--- config.mk ---
export PLATFORM = sky130hd
export DESIGN_NAME = sfcl_function_latch
export DESIGN_NICKNAME = d
export VERILOG_FILES = /design/src/hdl/sfcl_pkg.sv /design/src/hdl/sfcl_function_latch.sv
export SDC_FILE = /design/constraint.sdc
export NUM_CORES = 1
export LEC_CHECK = 0
export ABC_AREA = 1
export BUFFER_PORTS_ARGS = -buffer_cell sky130_fd_sc_hd__buf_2
export CAP_MARGIN = 20
export CORE_MARGIN = 2
export CORE_UTILIZATION = 49
export CTS_CLUSTER_SIZE = 28
export DETAILED_ROUTE_END_ITERATION = 6
export GPL_TIMING_DRIVEN = 0
export PLACE_DENSITY = 0.81
export SLEW_MARGIN = 25
export SYNTH_ARGS = -nofsm -noshare
export SYNTH_HDL_FRONTEND = slang
export SYNTH_SLANG_ARGS = --single-unit
export TNS_END_PERCENT = 10
--- constraint.sdc ---
create_clock -name ref_clk -period 1.3 [get_ports ref_clk]
set_input_delay 0.065 -clock ref_clk [delete_from_list [all_inputs] [get_ports ref_clk]]
set_output_delay 0.065 -clock ref_clk [all_outputs]
set_load 0.05 [all_outputs]
--- src/hdl/sfcl_pkg.sv ---
package sfcl_pkg;
  // ---------------------------------------------------------------
  // word layout
  // ---------------------------------------------------------------
  localparam int WORD_W = 24;
  localparam int POS_SEL_LOW = 0;
  localparam int POS_SEL_HIGH = 1;
  localparam int POS_COUNTER_HOLD = 2;
  localparam int POS_PD_REQUEST = 3;
  localparam int POS_MON_LSB = 4;
  localparam int POS_MON_MSB = 6;
  localparam int POS_PHASE_POL = 7;
  localparam int POS_PUMP_TRISTATE = 8;
  localparam int POS_FASTLOCK_ON = 9;
  localparam int POS_FASTLOCK_MODE = 10;
  localparam int POS_TIMEOUT_LSB = 11;
  localparam int POS_TIMEOUT_MSB = 14;
  localparam int POS_BASE_LSB = 15;
  localparam int POS_BASE_MSB = 17;
  localparam int POS_BOOST_LSB = 18;
  localparam int POS_BOOST_MSB = 20;
  localparam int POS_PD_SYNC = 21;
  localparam int POS_PRESC_LSB = 22;
  localparam int POS_PRESC_MSB = 23;
  // pump gain bit inside the counter word
  localparam int POS_AB_GAIN = 21;

  // ---------------------------------------------------------------
  // codes and reset values
  // ---------------------------------------------------------------
  localparam logic [1:0] SEL_COUNTER_AB = 2'h1;
  localparam logic [1:0] SEL_FUNCTION = 2'h2;
  localparam logic [1:0] SEL_INIT = 2'h3;
  // counters held and pump tristated until the host programs the word
  localparam logic [23:0] FUNC_RESET = 24'h000104;
  // timeout step in phase detector cycles per code
  localparam int TIMEOUT_STEP = 4;
  localparam int TIMEOUT_BASE = 3;

  typedef enum logic [1:0] {
    SFCL_FL_IDLE = 2'b00,
    SFCL_FL_BOOST = 2'b01,
    SFCL_FL_TIMED = 2'b10
  } sfcl_fl_type;
endpackage

--- src/hdl/sfcl_function_latch.sv ---
`timescale 1ns/1ps
// What this block does
// [RL1] load the function word only when select bits read high 1, low 0
// [RL2] counter hold bit at one keeps reference and AB counters in reset
// [RL3] hold release restarts feedback divider aligned with reference counter
// [RL4] host keeps counter hold at zero normally, clears it after power-up
// [RL5] chip enable low powers down at once; power-down bits need it high
// [RL6] request one with sync select zero powers down when word latches
// [RL7] request and sync select both one waits for next pump event
// [RL8] any power-down puts reference, feedback and timeout counters at load
// [RL9] any power-down tristates the charge pump output
// [RL10] any power-down resets digital lock detect
// [RL11] any power-down disables reference buffer and RF input bias
// [RL12] serial input register keeps shifting and latching in power-down
// [RL13] three-bit monitor select field picks the monitor output signal
// [RL14] fastlock acts only while fastlock enable bit is one
// [RL15] mode bit zero selects fastlock mode 1, one selects mode 2
// [RL16] pump gain one in either mode switches pump to boost current
// [RL17] mode 1 leaves fastlock only when host writes pump gain zero
// [RL18] mode 2 clears pump gain itself after the selected timeout
// [RL19] timeout comes from the four-bit timeout field
// [RL20] base current from low three current bits, boost from upper three
// [RL21] pump tristate bit one tristates the pump, zero enables it; the code also tristates it while counter hold is one
// [RL22] fastlock disabled always drives base current
// [RL23] other select codes leave the function word unchanged
module sfcl_function_latch
(
  input wire logic ref_clk,
  input wire logic rst,
  input wire logic serialClk,
  input wire logic serialData,
  input wire logic serialLatch,
  input wire logic chipEnable,
  input wire logic pumpEvent,
  input wire logic pfdTick,
  input wire logic [7:0] monitorSources,
  output logic [sfcl_pkg::WORD_W-1:0] functionWord,
  output logic counterReset,
  output logic powerDown,
  output logic pumpTristate,
  output logic lockDetectReset,
  output logic refBufferEnable,
  output logic rfBiasEnable,
  output logic [2:0] pumpCurrent,
  output logic pumpGain,
  output logic phasePolarity,
  output logic [1:0] prescalerSelect,
  output logic monitor_output_pin
);
  import sfcl_pkg::*;

  // ---------------------------------------------------------------
  // serial input register
  // ---------------------------------------------------------------
  logic [WORD_W-1:0] shiftReg;
  logic prevClk;
  logic prevLatch;
  logic shiftEdge;
  logic latchEdge;
  logic [1:0] selCode;
  logic [WORD_W-1:0] fw;
  logic pdActive;
  logic gainBit;
  logic [5:0] timer;
  logic [5:0] next_timer;
  sfcl_fl_type flState;

  assign shiftEdge = serialClk & ~prevClk;
  assign latchEdge = serialLatch & ~prevLatch;
  assign selCode = shiftReg[POS_SEL_HIGH:POS_SEL_LOW];

  // edge tracking; pins are synchronous to ref_clk
  always_ff @(posedge ref_clk)
  begin
    if (rst)
    begin
      prevClk <= 1'b0;
      prevLatch <= 1'b0;
    end
    else
    begin
      prevClk <= serialClk;
      prevLatch <= serialLatch;
    end
  end

  // shifting is never gated by power-down so words load at any time
  always_ff @(posedge ref_clk)
  begin
    if (rst)
      shiftReg <= '0;
    else if (shiftEdge)
      shiftReg <= {shiftReg[WORD_W-2:0], serialData}; // [RL12]
  end

  // ---------------------------------------------------------------
  // function word
  // ---------------------------------------------------------------
  // only the function code loads this word; init words are not taken here
  always_ff @(posedge ref_clk)
  begin
    if (rst)
      fw <= FUNC_RESET;
    else if (latchEdge && selCode == SEL_FUNCTION)
      fw <= shiftReg; // [RL1] [RL23]
  end
  assign functionWord = fw;

  // ---------------------------------------------------------------
  // power-down
  // ---------------------------------------------------------------
  // async request takes effect as the word latches; sync waits for pump
  // a pump event seen while the pin is low still arms a sync request
  always_ff @(posedge ref_clk)
  begin
    if (rst)
      pdActive <= 1'b0;
    else if (!fw[POS_PD_REQUEST])
      pdActive <= 1'b0;
    else if (!fw[POS_PD_SYNC])
      pdActive <= 1'b1; // [RL6]
    else if (pumpEvent)
      pdActive <= 1'b1; // [RL7]
  end

  // pin low overrides whatever the power-down bits hold
  logic pdNow;
  assign pdNow = !chipEnable || pdActive; // [RL5]

  // analog enables and resets, all registered
  always_ff @(posedge ref_clk)
  begin
    if (rst)
    begin
      powerDown <= 1'b1;
      counterReset <= 1'b1;
      pumpTristate <= 1'b1;
      lockDetectReset <= 1'b1;
      refBufferEnable <= 1'b0;
      rfBiasEnable <= 1'b0;
    end
    else
    begin
      powerDown <= pdNow;
      // hold release frees both counters on the same edge for alignment
      counterReset <= pdNow || fw[POS_COUNTER_HOLD]; // [RL2] [RL3] [RL8]
      pumpTristate <= pdNow || fw[POS_PUMP_TRISTATE] ||
        fw[POS_COUNTER_HOLD]; // [RL9] [RL21]
      lockDetectReset <= pdNow; // [RL10]
      refBufferEnable <= !pdNow; // [RL11]
      rfBiasEnable <= !pdNow; // [RL11]
    end
  end

  // ---------------------------------------------------------------
  // fastlock and pump gain
  // ---------------------------------------------------------------
  // AB words only carry the pump gain bit as far as this block cares
  logic abLoad;
  assign abLoad = latchEdge && selCode == SEL_COUNTER_AB;

  // host writes set or clear gain; timer expiry clears it in mode 2
  always_ff @(posedge ref_clk)
  begin
    if (rst)
      gainBit <= 1'b0;
    else if (abLoad)
      gainBit <= shiftReg[POS_AB_GAIN]; // [RL16] [RL17]
    else if (flState == SFCL_FL_TIMED && pfdTick && timer == 6'h00)
      gainBit <= 1'b0; // [RL18]
  end

  // timeout load is (code*4+3) phase detector cycles
  always_comb
  begin
    next_timer = 6'(TIMEOUT_BASE) +
      6'(TIMEOUT_STEP) * 6'(fw[POS_TIMEOUT_MSB:POS_TIMEOUT_LSB]); // [RL19]
  end

  // reloaded while idle so a new timeout field applies to the next boost
  always_ff @(posedge ref_clk)
  begin
    if (rst)
    begin
      flState <= SFCL_FL_IDLE;
      timer <= '0;
    end
    else if (pdNow || !fw[POS_FASTLOCK_ON])
    begin
      flState <= SFCL_FL_IDLE; // [RL8] [RL14]
      timer <= next_timer;
    end
    else
    begin
      case (flState)
        SFCL_FL_IDLE:
        begin
          timer <= next_timer;
          if (abLoad && shiftReg[POS_AB_GAIN])
            flState <= fw[POS_FASTLOCK_MODE] ? SFCL_FL_TIMED
              : SFCL_FL_BOOST; // [RL15]
        end
        SFCL_FL_BOOST:
          if (!gainBit)
            flState <= SFCL_FL_IDLE; // [RL17]
        SFCL_FL_TIMED:
          if (!gainBit)
            flState <= SFCL_FL_IDLE;
          else if (pfdTick && timer != 6'h00)
            timer <= timer - 6'h01; // [RL18]
        default:
          flState <= SFCL_FL_IDLE;
      endcase
    end
  end

  // boost current only while fastlock is on and gain is set
  always_ff @(posedge ref_clk)
  begin
    if (rst)
    begin
      pumpCurrent <= '0;
      pumpGain <= 1'b0;
    end
    else
    begin
      pumpGain <= gainBit;
      if (fw[POS_FASTLOCK_ON] && gainBit)
        pumpCurrent <= fw[POS_BOOST_MSB:POS_BOOST_LSB]; // [RL16] [RL20]
      else
        pumpCurrent <= fw[POS_BASE_MSB:POS_BASE_LSB]; // [RL22] [RL20]
    end
  end

  // ---------------------------------------------------------------
  // monitor output and misc fields
  // ---------------------------------------------------------------
  always_ff @(posedge ref_clk)
  begin
    if (rst)
    begin
      monitor_output_pin <= 1'b0;
      phasePolarity <= 1'b0;
      prescalerSelect <= '0;
    end
    else
    begin
      monitor_output_pin <= monitorSources[fw[POS_MON_MSB:POS_MON_LSB]];
      // [RL13] source index from the select field
      phasePolarity <= fw[POS_PHASE_POL];
      prescalerSelect <= fw[POS_PRESC_MSB:POS_PRESC_LSB];
    end
  end

  // ---------------------------------------------------------------
  // checks
  // ---------------------------------------------------------------
  // word loading and the serial register
  AST_LOAD_CODE: assert property ( // [RL1]
    @(posedge ref_clk) disable iff (rst)
    latchEdge && selCode == SEL_FUNCTION |=> fw == $past(shiftReg))
    else $error("function word not loaded");
  AST_KEEP_OTHER: assert property ( // [RL23]
    @(posedge ref_clk) disable iff (rst)
    latchEdge && selCode != SEL_FUNCTION |=> $stable(fw))
    else $error("function word changed on other code");
  AST_SHIFT_PD: assert property ( // [RL12]
    @(posedge ref_clk) disable iff (rst)
    powerDown && shiftEdge |=> shiftReg[0] == $past(serialData))
    else $error("serial register stopped in power-down");

  // counters, pump and power-down
  AST_HOLD: assert property ( // [RL2]
    @(posedge ref_clk) disable iff (rst)
    fw[POS_COUNTER_HOLD] |=> counterReset)
    else $error("counters not held");
  AST_RELEASE: assert property ( // [RL3]
    @(posedge ref_clk) disable iff (rst)
    !pdNow && !fw[POS_COUNTER_HOLD] |=> !counterReset)
    else $error("counters not released together");
  AST_CE_LOW: assert property ( // [RL5]
    @(posedge ref_clk) disable iff (rst)
    !chipEnable |=> powerDown && pumpTristate && lockDetectReset)
    else $error("chip enable low did not power down");
  AST_ASYNC_PD: assert property ( // [RL6]
    @(posedge ref_clk) disable iff (rst)
    chipEnable && fw[POS_PD_REQUEST] && !fw[POS_PD_SYNC] ##1 chipEnable
    |=> powerDown)
    else $error("async power-down late");
  AST_SYNC_WAIT: assert property ( // [RL7]
    @(posedge ref_clk) disable iff (rst)
    fw[POS_PD_SYNC] && !pdActive && !pumpEvent |=> !pdActive)
    else $error("sync power-down before pump event");
  AST_PD_ANALOG: assert property ( // [RL8] [RL11]
    @(posedge ref_clk) disable iff (rst)
    powerDown |-> !refBufferEnable && !rfBiasEnable && counterReset)
    else $error("analog not off in power-down");
  AST_PD_PUMP_LOCK: assert property ( // [RL9] [RL10]
    @(posedge ref_clk) disable iff (rst)
    powerDown |-> pumpTristate && lockDetectReset)
    else $error("pump or lock detect active in power-down");
  AST_PD_COUNTERS: assert property ( // [RL8]
    @(posedge ref_clk) disable iff (rst)
    pdNow |=> counterReset && flState == SFCL_FL_IDLE)
    else $error("counters not at load in power-down");
  AST_LOCK_FREE: assert property ( // [RL10]
    @(posedge ref_clk) disable iff (rst)
    !pdNow |=> !lockDetectReset)
    else $error("lock detect held while powered up");
  AST_TRISTATE: assert property ( // [RL21]
    @(posedge ref_clk) disable iff (rst)
    fw[POS_PUMP_TRISTATE] |=> pumpTristate)
    else $error("pump not tristated");
  AST_PUMP_ON: assert property ( // [RL21]
    @(posedge ref_clk) disable iff (rst)
    !pdNow && !fw[POS_PUMP_TRISTATE] && !fw[POS_COUNTER_HOLD]
    |=> !pumpTristate)
    else $error("pump left tristated");

  // fastlock
  AST_OFF_IDLE: assert property ( // [RL14]
    @(posedge ref_clk) disable iff (rst)
    !fw[POS_FASTLOCK_ON] |=> flState == SFCL_FL_IDLE)
    else $error("fastlock active while disabled");
  AST_PICK_MODE1: assert property ( // [RL15]
    @(posedge ref_clk) disable iff (rst)
    flState == SFCL_FL_IDLE && !pdNow && fw[POS_FASTLOCK_ON] &&
    abLoad && shiftReg[POS_AB_GAIN] && !fw[POS_FASTLOCK_MODE]
    |=> flState == SFCL_FL_BOOST)
    else $error("fastlock mode 1 not entered");
  AST_PICK_MODE2: assert property ( // [RL15]
    @(posedge ref_clk) disable iff (rst)
    flState == SFCL_FL_IDLE && !pdNow && fw[POS_FASTLOCK_ON] &&
    abLoad && shiftReg[POS_AB_GAIN] && fw[POS_FASTLOCK_MODE]
    |=> flState == SFCL_FL_TIMED)
    else $error("fastlock mode 2 not entered");
  AST_MODE1_STAY: assert property ( // [RL17]
    @(posedge ref_clk) disable iff (rst)
    flState == SFCL_FL_BOOST && gainBit && !abLoad |=> gainBit)
    else $error("mode 1 left without a host write");
  AST_TIMER_LOAD: assert property ( // [RL19]
    @(posedge ref_clk) disable iff (rst)
    flState == SFCL_FL_IDLE |=> timer == $past(next_timer))
    else $error("timer not loaded from timeout field");
  AST_TIMEOUT: assert property ( // [RL18]
    @(posedge ref_clk) disable iff (rst)
    flState == SFCL_FL_TIMED && pfdTick && timer == 6'h00 && !abLoad
    |=> !gainBit)
    else $error("pump gain not cleared at timeout");
  AST_BASE_WHEN_OFF: assert property ( // [RL22]
    @(posedge ref_clk) disable iff (rst)
    !fw[POS_FASTLOCK_ON] ##1 $stable(fw)
    |-> pumpCurrent == fw[POS_BASE_MSB:POS_BASE_LSB])
    else $error("boost used with fastlock off");
  AST_BOOST: assert property ( // [RL16] [RL20]
    @(posedge ref_clk) disable iff (rst)
    fw[POS_FASTLOCK_ON] && gainBit ##1 $stable(fw)
    |-> pumpCurrent == fw[POS_BOOST_MSB:POS_BOOST_LSB])
    else $error("boost current not applied");
endmodule

After elaboration in Yosys (flattened, before gate mapping). Index checks and enable logic that the tools add are counted.

$add $sub $neg: 2. $mul: 0. Div/mod/pow operators: 0. $lt $le $gt $ge: 1. Equality and inequality tests: 9. Shift-type cells: 0. Multiplexer cells: 15. Bitwise operators: 5. Reduce and logical (&&, ||, !) cells: 25.

Operator list (count): $mux W6 (3); $pmux W6 S2 (1); $logic_and A1 B1 Y1 (7); $add A2 B6 Y6 const A (1); $logic_not A6 Y1 (1); $mux W2 (3); $ne A2 B2 Y1 const B (3); $reduce_bool A6 Y1 (1); $reduce_or A2 Y1 (3); $sub A6 B1 Y6 const B (1); $logic_or A1 B1 Y1 (5); $mux W1 (5); $eq A2 B1 Y1 const B (2); $eq A2 B2 Y1 const B (2); $lt A3 B4 Y1 const B (1); $pmux W2 S2 (1); $bmux W1 S3 (1); $logic_not A1 Y1 (3); $mux W3 (1); $ne A3 B1 Y1 const B (1); $ne A3 B2 Y1 const B (1); $not A1 Y1 (3); $reduce_and A3 Y1 (1); $reduce_bool A3 Y1 (1); other kinds (4) (5).

Flip-flop bits (word level): 72. Bits in latches: 0. Memory bits (writable): 0. Bits in read-only memories: 0. Memories kept: 0.

Longest topological paths before layout.
Depth in word-level cells: 6. Gate-level depth with buffers: 9. Gate-level depth less buffers: 9.

Least setup slack after synthesis. No wires, ideal clock.

Kind: register -> register. From: register fw[9], in the netlist functionWord[9]. To: register timer[4]. Library setup time: 68 ps. Data arrival time: 1356 ps. Data required time: 1232 ps. Setup slack: -123 ps. Cell stages (with the launch flop): 7. Path buffers: 0. Cell sequence: dfxtp_1 > nand3_1 > nor2_4 > nand2_4 > clkinv_4 > nand2_2 > a21oi_2.

Cells in the longest elaborated chain, start to end: 4.

Ends and longest elaborated chain: start, declared (RTL line sfcl_function_latch.sv:61) `logic [WORD_W-1:0] fw;`; start signal, assigned (RTL line sfcl_function_latch.sv:105) `fw <= shiftReg;`; $logic_not A1 Y1 * (RTL line sfcl_function_latch.sv:188) `else if (pdNow || !fw[POS_FASTLOCK_ON])`; $logic_or A1 B1 Y1 * (RTL line sfcl_function_latch.sv:188); $ne A3 B1 Y1 (no line), or another cell as far along; $reduce_and A3 Y1 (no line); end signal, assigned (RTL line sfcl_function_latch.sv:191) `timer <= next_timer;`; end signal, assigned (RTL line sfcl_function_latch.sv:198) `timer <= next_timer;`; end signal, assigned (RTL line sfcl_function_latch.sv:210) `timer <= timer - 6'h01;`; end, declared (RTL line sfcl_function_latch.sv:64) `logic [5:0] timer;`.

Mark *: on every way between the ends. The rest lies on a longest branch, timed or not. A chain may end at the register's enable or synchronous reset.

Worst setup path after layout.
From: register flState[0]. To: register timer[0].

Cells in the longest elaborated chain, start to end: 3.

Ends and longest elaborated chain: start, declared (RTL line sfcl_function_latch.sv:66) `sfcl_fl_type flState;`; start signal, assigned (RTL line sfcl_function_latch.sv:200) `flState <= fw[POS_FASTLOCK_MODE] ? SFCL_FL_TIMED`; $eq A2 B2 Y1 / $logic_not A2 Y1 (equally long branches) (RTL line sfcl_function_latch.sv:195) `case (flState)`; $ne A3 B1 Y1 (no line), or another cell as far along; $reduce_and A3 Y1 (no line) / $mux W6 (equally long branches).

Parallel ways exist; a longest one is shown, timed or not.

==> results.tsv <==
stage	metric	value	unit
run_status	run status	finished with violations	
run_status	failing checks	setup timing	
synthesis	Post-synth top flop	dfxtp_1	
sta	post-route clock period utilization	1.04	
synthesis	most frequent cells after synthesis	nor2_1, dfxtp_1, o21ai_0	
placed_design	Post-Place Cell Area	3150	um^2
global_routing	vias in the first global route	2331	
sta	final hold vios	0	
clocking	Longest Clk Path Bufs	2	
clocking	clk_lat worst skew	0.34	ns
critical_path	crit path kind	reg -> reg	
clocking	CTS tree	built	
floorplan	Die H	79.5	um
sta	Slew @ Worst Pin	0.580	ns
layout	antenna cells	0	
layout	Final Instance Area	3530	um^2
route	Metal-1 WL	2840	um
floorplan	Die Footprint	6320	um^2
placed_design	dpl hpwl	4540	um
clocking	clock slew at reported path FFs	0.08	ns
sta	final slew viol count	0	
layout	layout cells sized above 1	0.294	
global_routing	first-pass GRT wire length	10400	um
critical_path	slowest cell delay on critical path	0.34	ns
route	DR WL met3	303	um
critical_path	Crit-path slowest cell	dfxtp_2	
power_and_ir_drop	Peak supply drop	0.670	mV
route	DR WL/cell	13.5	um
floorplan	IO Pins	54	
sta	RSZ-0062 raised after global routing	yes	
sta	fin crit period	1.35	ns
synthesis	Seq/Total Area, Yosys	0.516	
synthesis	synthesized cell area	2790	um^2
clocking	root buffer cell	clkbuf_8	
placed_design	Post-Place Worst Slack	-0.0554	ns
clocking	CTS Buf Count	9	
synthesis	synth unique cells	30	
layout	Syn-to-layout area delta	26.4	%
synthesis	asr flop ratio synth	0	
job	total of max-cap violations	0	
synthesis	Syn Area/Cell	7.86	um^2
critical_path	WP data arrival	1.59	ns
route	Max Used Layer	met4	
placed_design	input/output buffers	53	
floorplan	initial core utilization	0.507	
route	Pre-antenna DRT Iters	4	
sta	endpoints failing setup	1	
floorplan	FP Rows	27	
global_routing	GR Overflow Total	0	
critical_path	CP Cell Sequence	inv_4 -> ha_4 -> nand2_2 -> nor2_4 -> nand2_4 -> nand2_8 -> o21ai_2 -> a21oi_1	
route	Met2 Wirelength	3480	um
route	Routed Antenna Nets	0	
synthesis	Synth warnings	0	
critical_path	crit-path max FO	7	
synthesis	Yosys top cell area share	0.516	
synthesis	number of synthesized register bits	72	
layout	Sequential Area	1450	um^2
synthesis	Synth area leaders	dfxtp_1, nor2_1, o21ai_0, inv_1, a21oi_1	
critical_path	Worst Path Required	1.54	ns
global_routing	Total GRT Usage	0.212	
hold_path	class of the worst hold path	in -> reg	
critical_path	crit end category	flop	
synthesis	most frequent cell after synthesis	nor2_1	
critical_path	Startpoint Class	flop	
route	WL final	6750	um
power_and_ir_drop	Leakage	0.00155	uW
route	1st-iter DRT viols	140	
global_routing	largest net degree at the start of global routing	12	
route	Vias	2590	
placed_design	Placer Congestion	0.885	
sta	worst rel slew slack	0.614	
global_routing	initial antenna violation count	0	
synthesis	EDFF count, synth	0	
power_and_ir_drop	power density over the cells	1350	nW/um^2
route	vias per cell	5.17	
floorplan	die width	79.5	um
synthesis	largest area contributor in the synthesized netlist	dfxtp_1	
synthesis	Syn Inst Count	355	
layout	number of nets in the layout	445	
sta	Final Skew	0.0102	ns
layout	Fill cells	445	
synthesis	Synth Net Count	375	
clocking	clock sinks	72	
sta	Achievable Freq	741	MHz
sta	final worst slack	-0.0502	ns
route	DR DRC count	0	
floorplan	total core area	5510	um^2
clocking	H-tree depth	3	
layout	Multi-input gate area	1220	um^2
[final cells by class]
type / count / share of cell area
well taps: 72 / 0.0255
multi-input cells: 232 / 0.347
inverters: 35 / 0.0426
flip-flops and latches: 72 / 0.411
plain buffers: 16 / 0.0252
clock buffers: 13 / 0.0479
repair buffers: 59 / 0.0901
clock inverters: 2 / 0.0106
[state kept, by name, indices dropped and copies added (netlist names), 2 cells and up]
register / flops
functionWord: 24
pumpCurrent: 3
timer: 6
shiftReg: 24
flState: 2
prescalerSelect: 2
[cell families (layout without fill, tap and decap cells)]
group / after synthesis / after routing / synth area share
compound gates: 88 / 88 / 0.169
simple gates: 139 / 139 / 0.214
xor+xnor: 1 / 1 / 0.00314
fa+ha+maj: 4 / 4 / 0.0179
flops: 72 / 72 / 0.516
buf+inv: 51 / 125 / 0.0802
[worst max-delay path, delay by kind of cell (launching register included)]
| kind | cells | cell delay (ns) |
|---|---|---|
| flops | 1 | 0.34 |
| simple gates | 4 | 0.41 |
| fa+ha+maj | 1 | 0.17 |
| buf+inv | 1 | 0.07 |
| compound gates | 2 | 0.26 |
[power by group]
part	switching, uW	leakage (uW)	total [uW]	internal [uW]
clock network	789	0.000102	1820	1030
registers	81.0	0.000591	2390	2310
logic	390	0.000856	556	166
total	1260	0.00155	4770	3510
[final timing paths]
check,startpoint,end,slack [ns],cells past startpoint
setup / recovery,flState[0],timer[0],-0.05,8
hold / removal,serialData,shiftReg[0],0.06,3
setup reg to reg,flState[0],timer[0],-0.05,8
hold reg to reg,functionWord[0],functionWord[0],0.45,2
[layer usage]
layer / up-vias / GRT usage
li1: 1282 / -
met1: 1225 / 0.260
met2: 73 / 0.358
met3: 10 / 0.0328
met4: 0 / 0.109
met5: - / 0
[stage by stage]
stage                     utilization  hold slack, ns  cells  total power [uW]  TNS, ns
after floorplan                     -           0.127    355              2820  -0.0305
after global placement          0.572           0.291    480              2950  -0.0218
after detailed placement        0.572           0.295    480              2970   -0.166
after CTS                       0.621          0.0318    498              4770  -0.0109
after global routing            0.641          0.0615    501              4930   -0.236
final                           0.641          0.0577    501              4770  -0.0502
[repair_timing]
action                     in CTS  in global routing
pin swaps                       2                  9
resized for setup              12                 30
buffers inserted                0                  3
setup endpoints to repair       7                 52
cloned                          0                  0
hold endpoints to repair        3                  0
hold buffers                    3                  0
[layout by cell type, fill, tap and decap left out, types with 4 or more instances in the layout]
cell	count
nor2_1	92
dfxtp_1	68
buf_2	62
o21ai_0	48
inv_1	26
nand2_1	20
a21oi_1	20
clkbuf_8	12
nand3_1	7
o211ai_1	5
nand2_2	5
buf_4	5
inv_2	4
nor2_4	4
o21ai_1	4
o21ai_2	4
a21oi_2	4
Note: power is estimated with default switching activity, not from simulation.
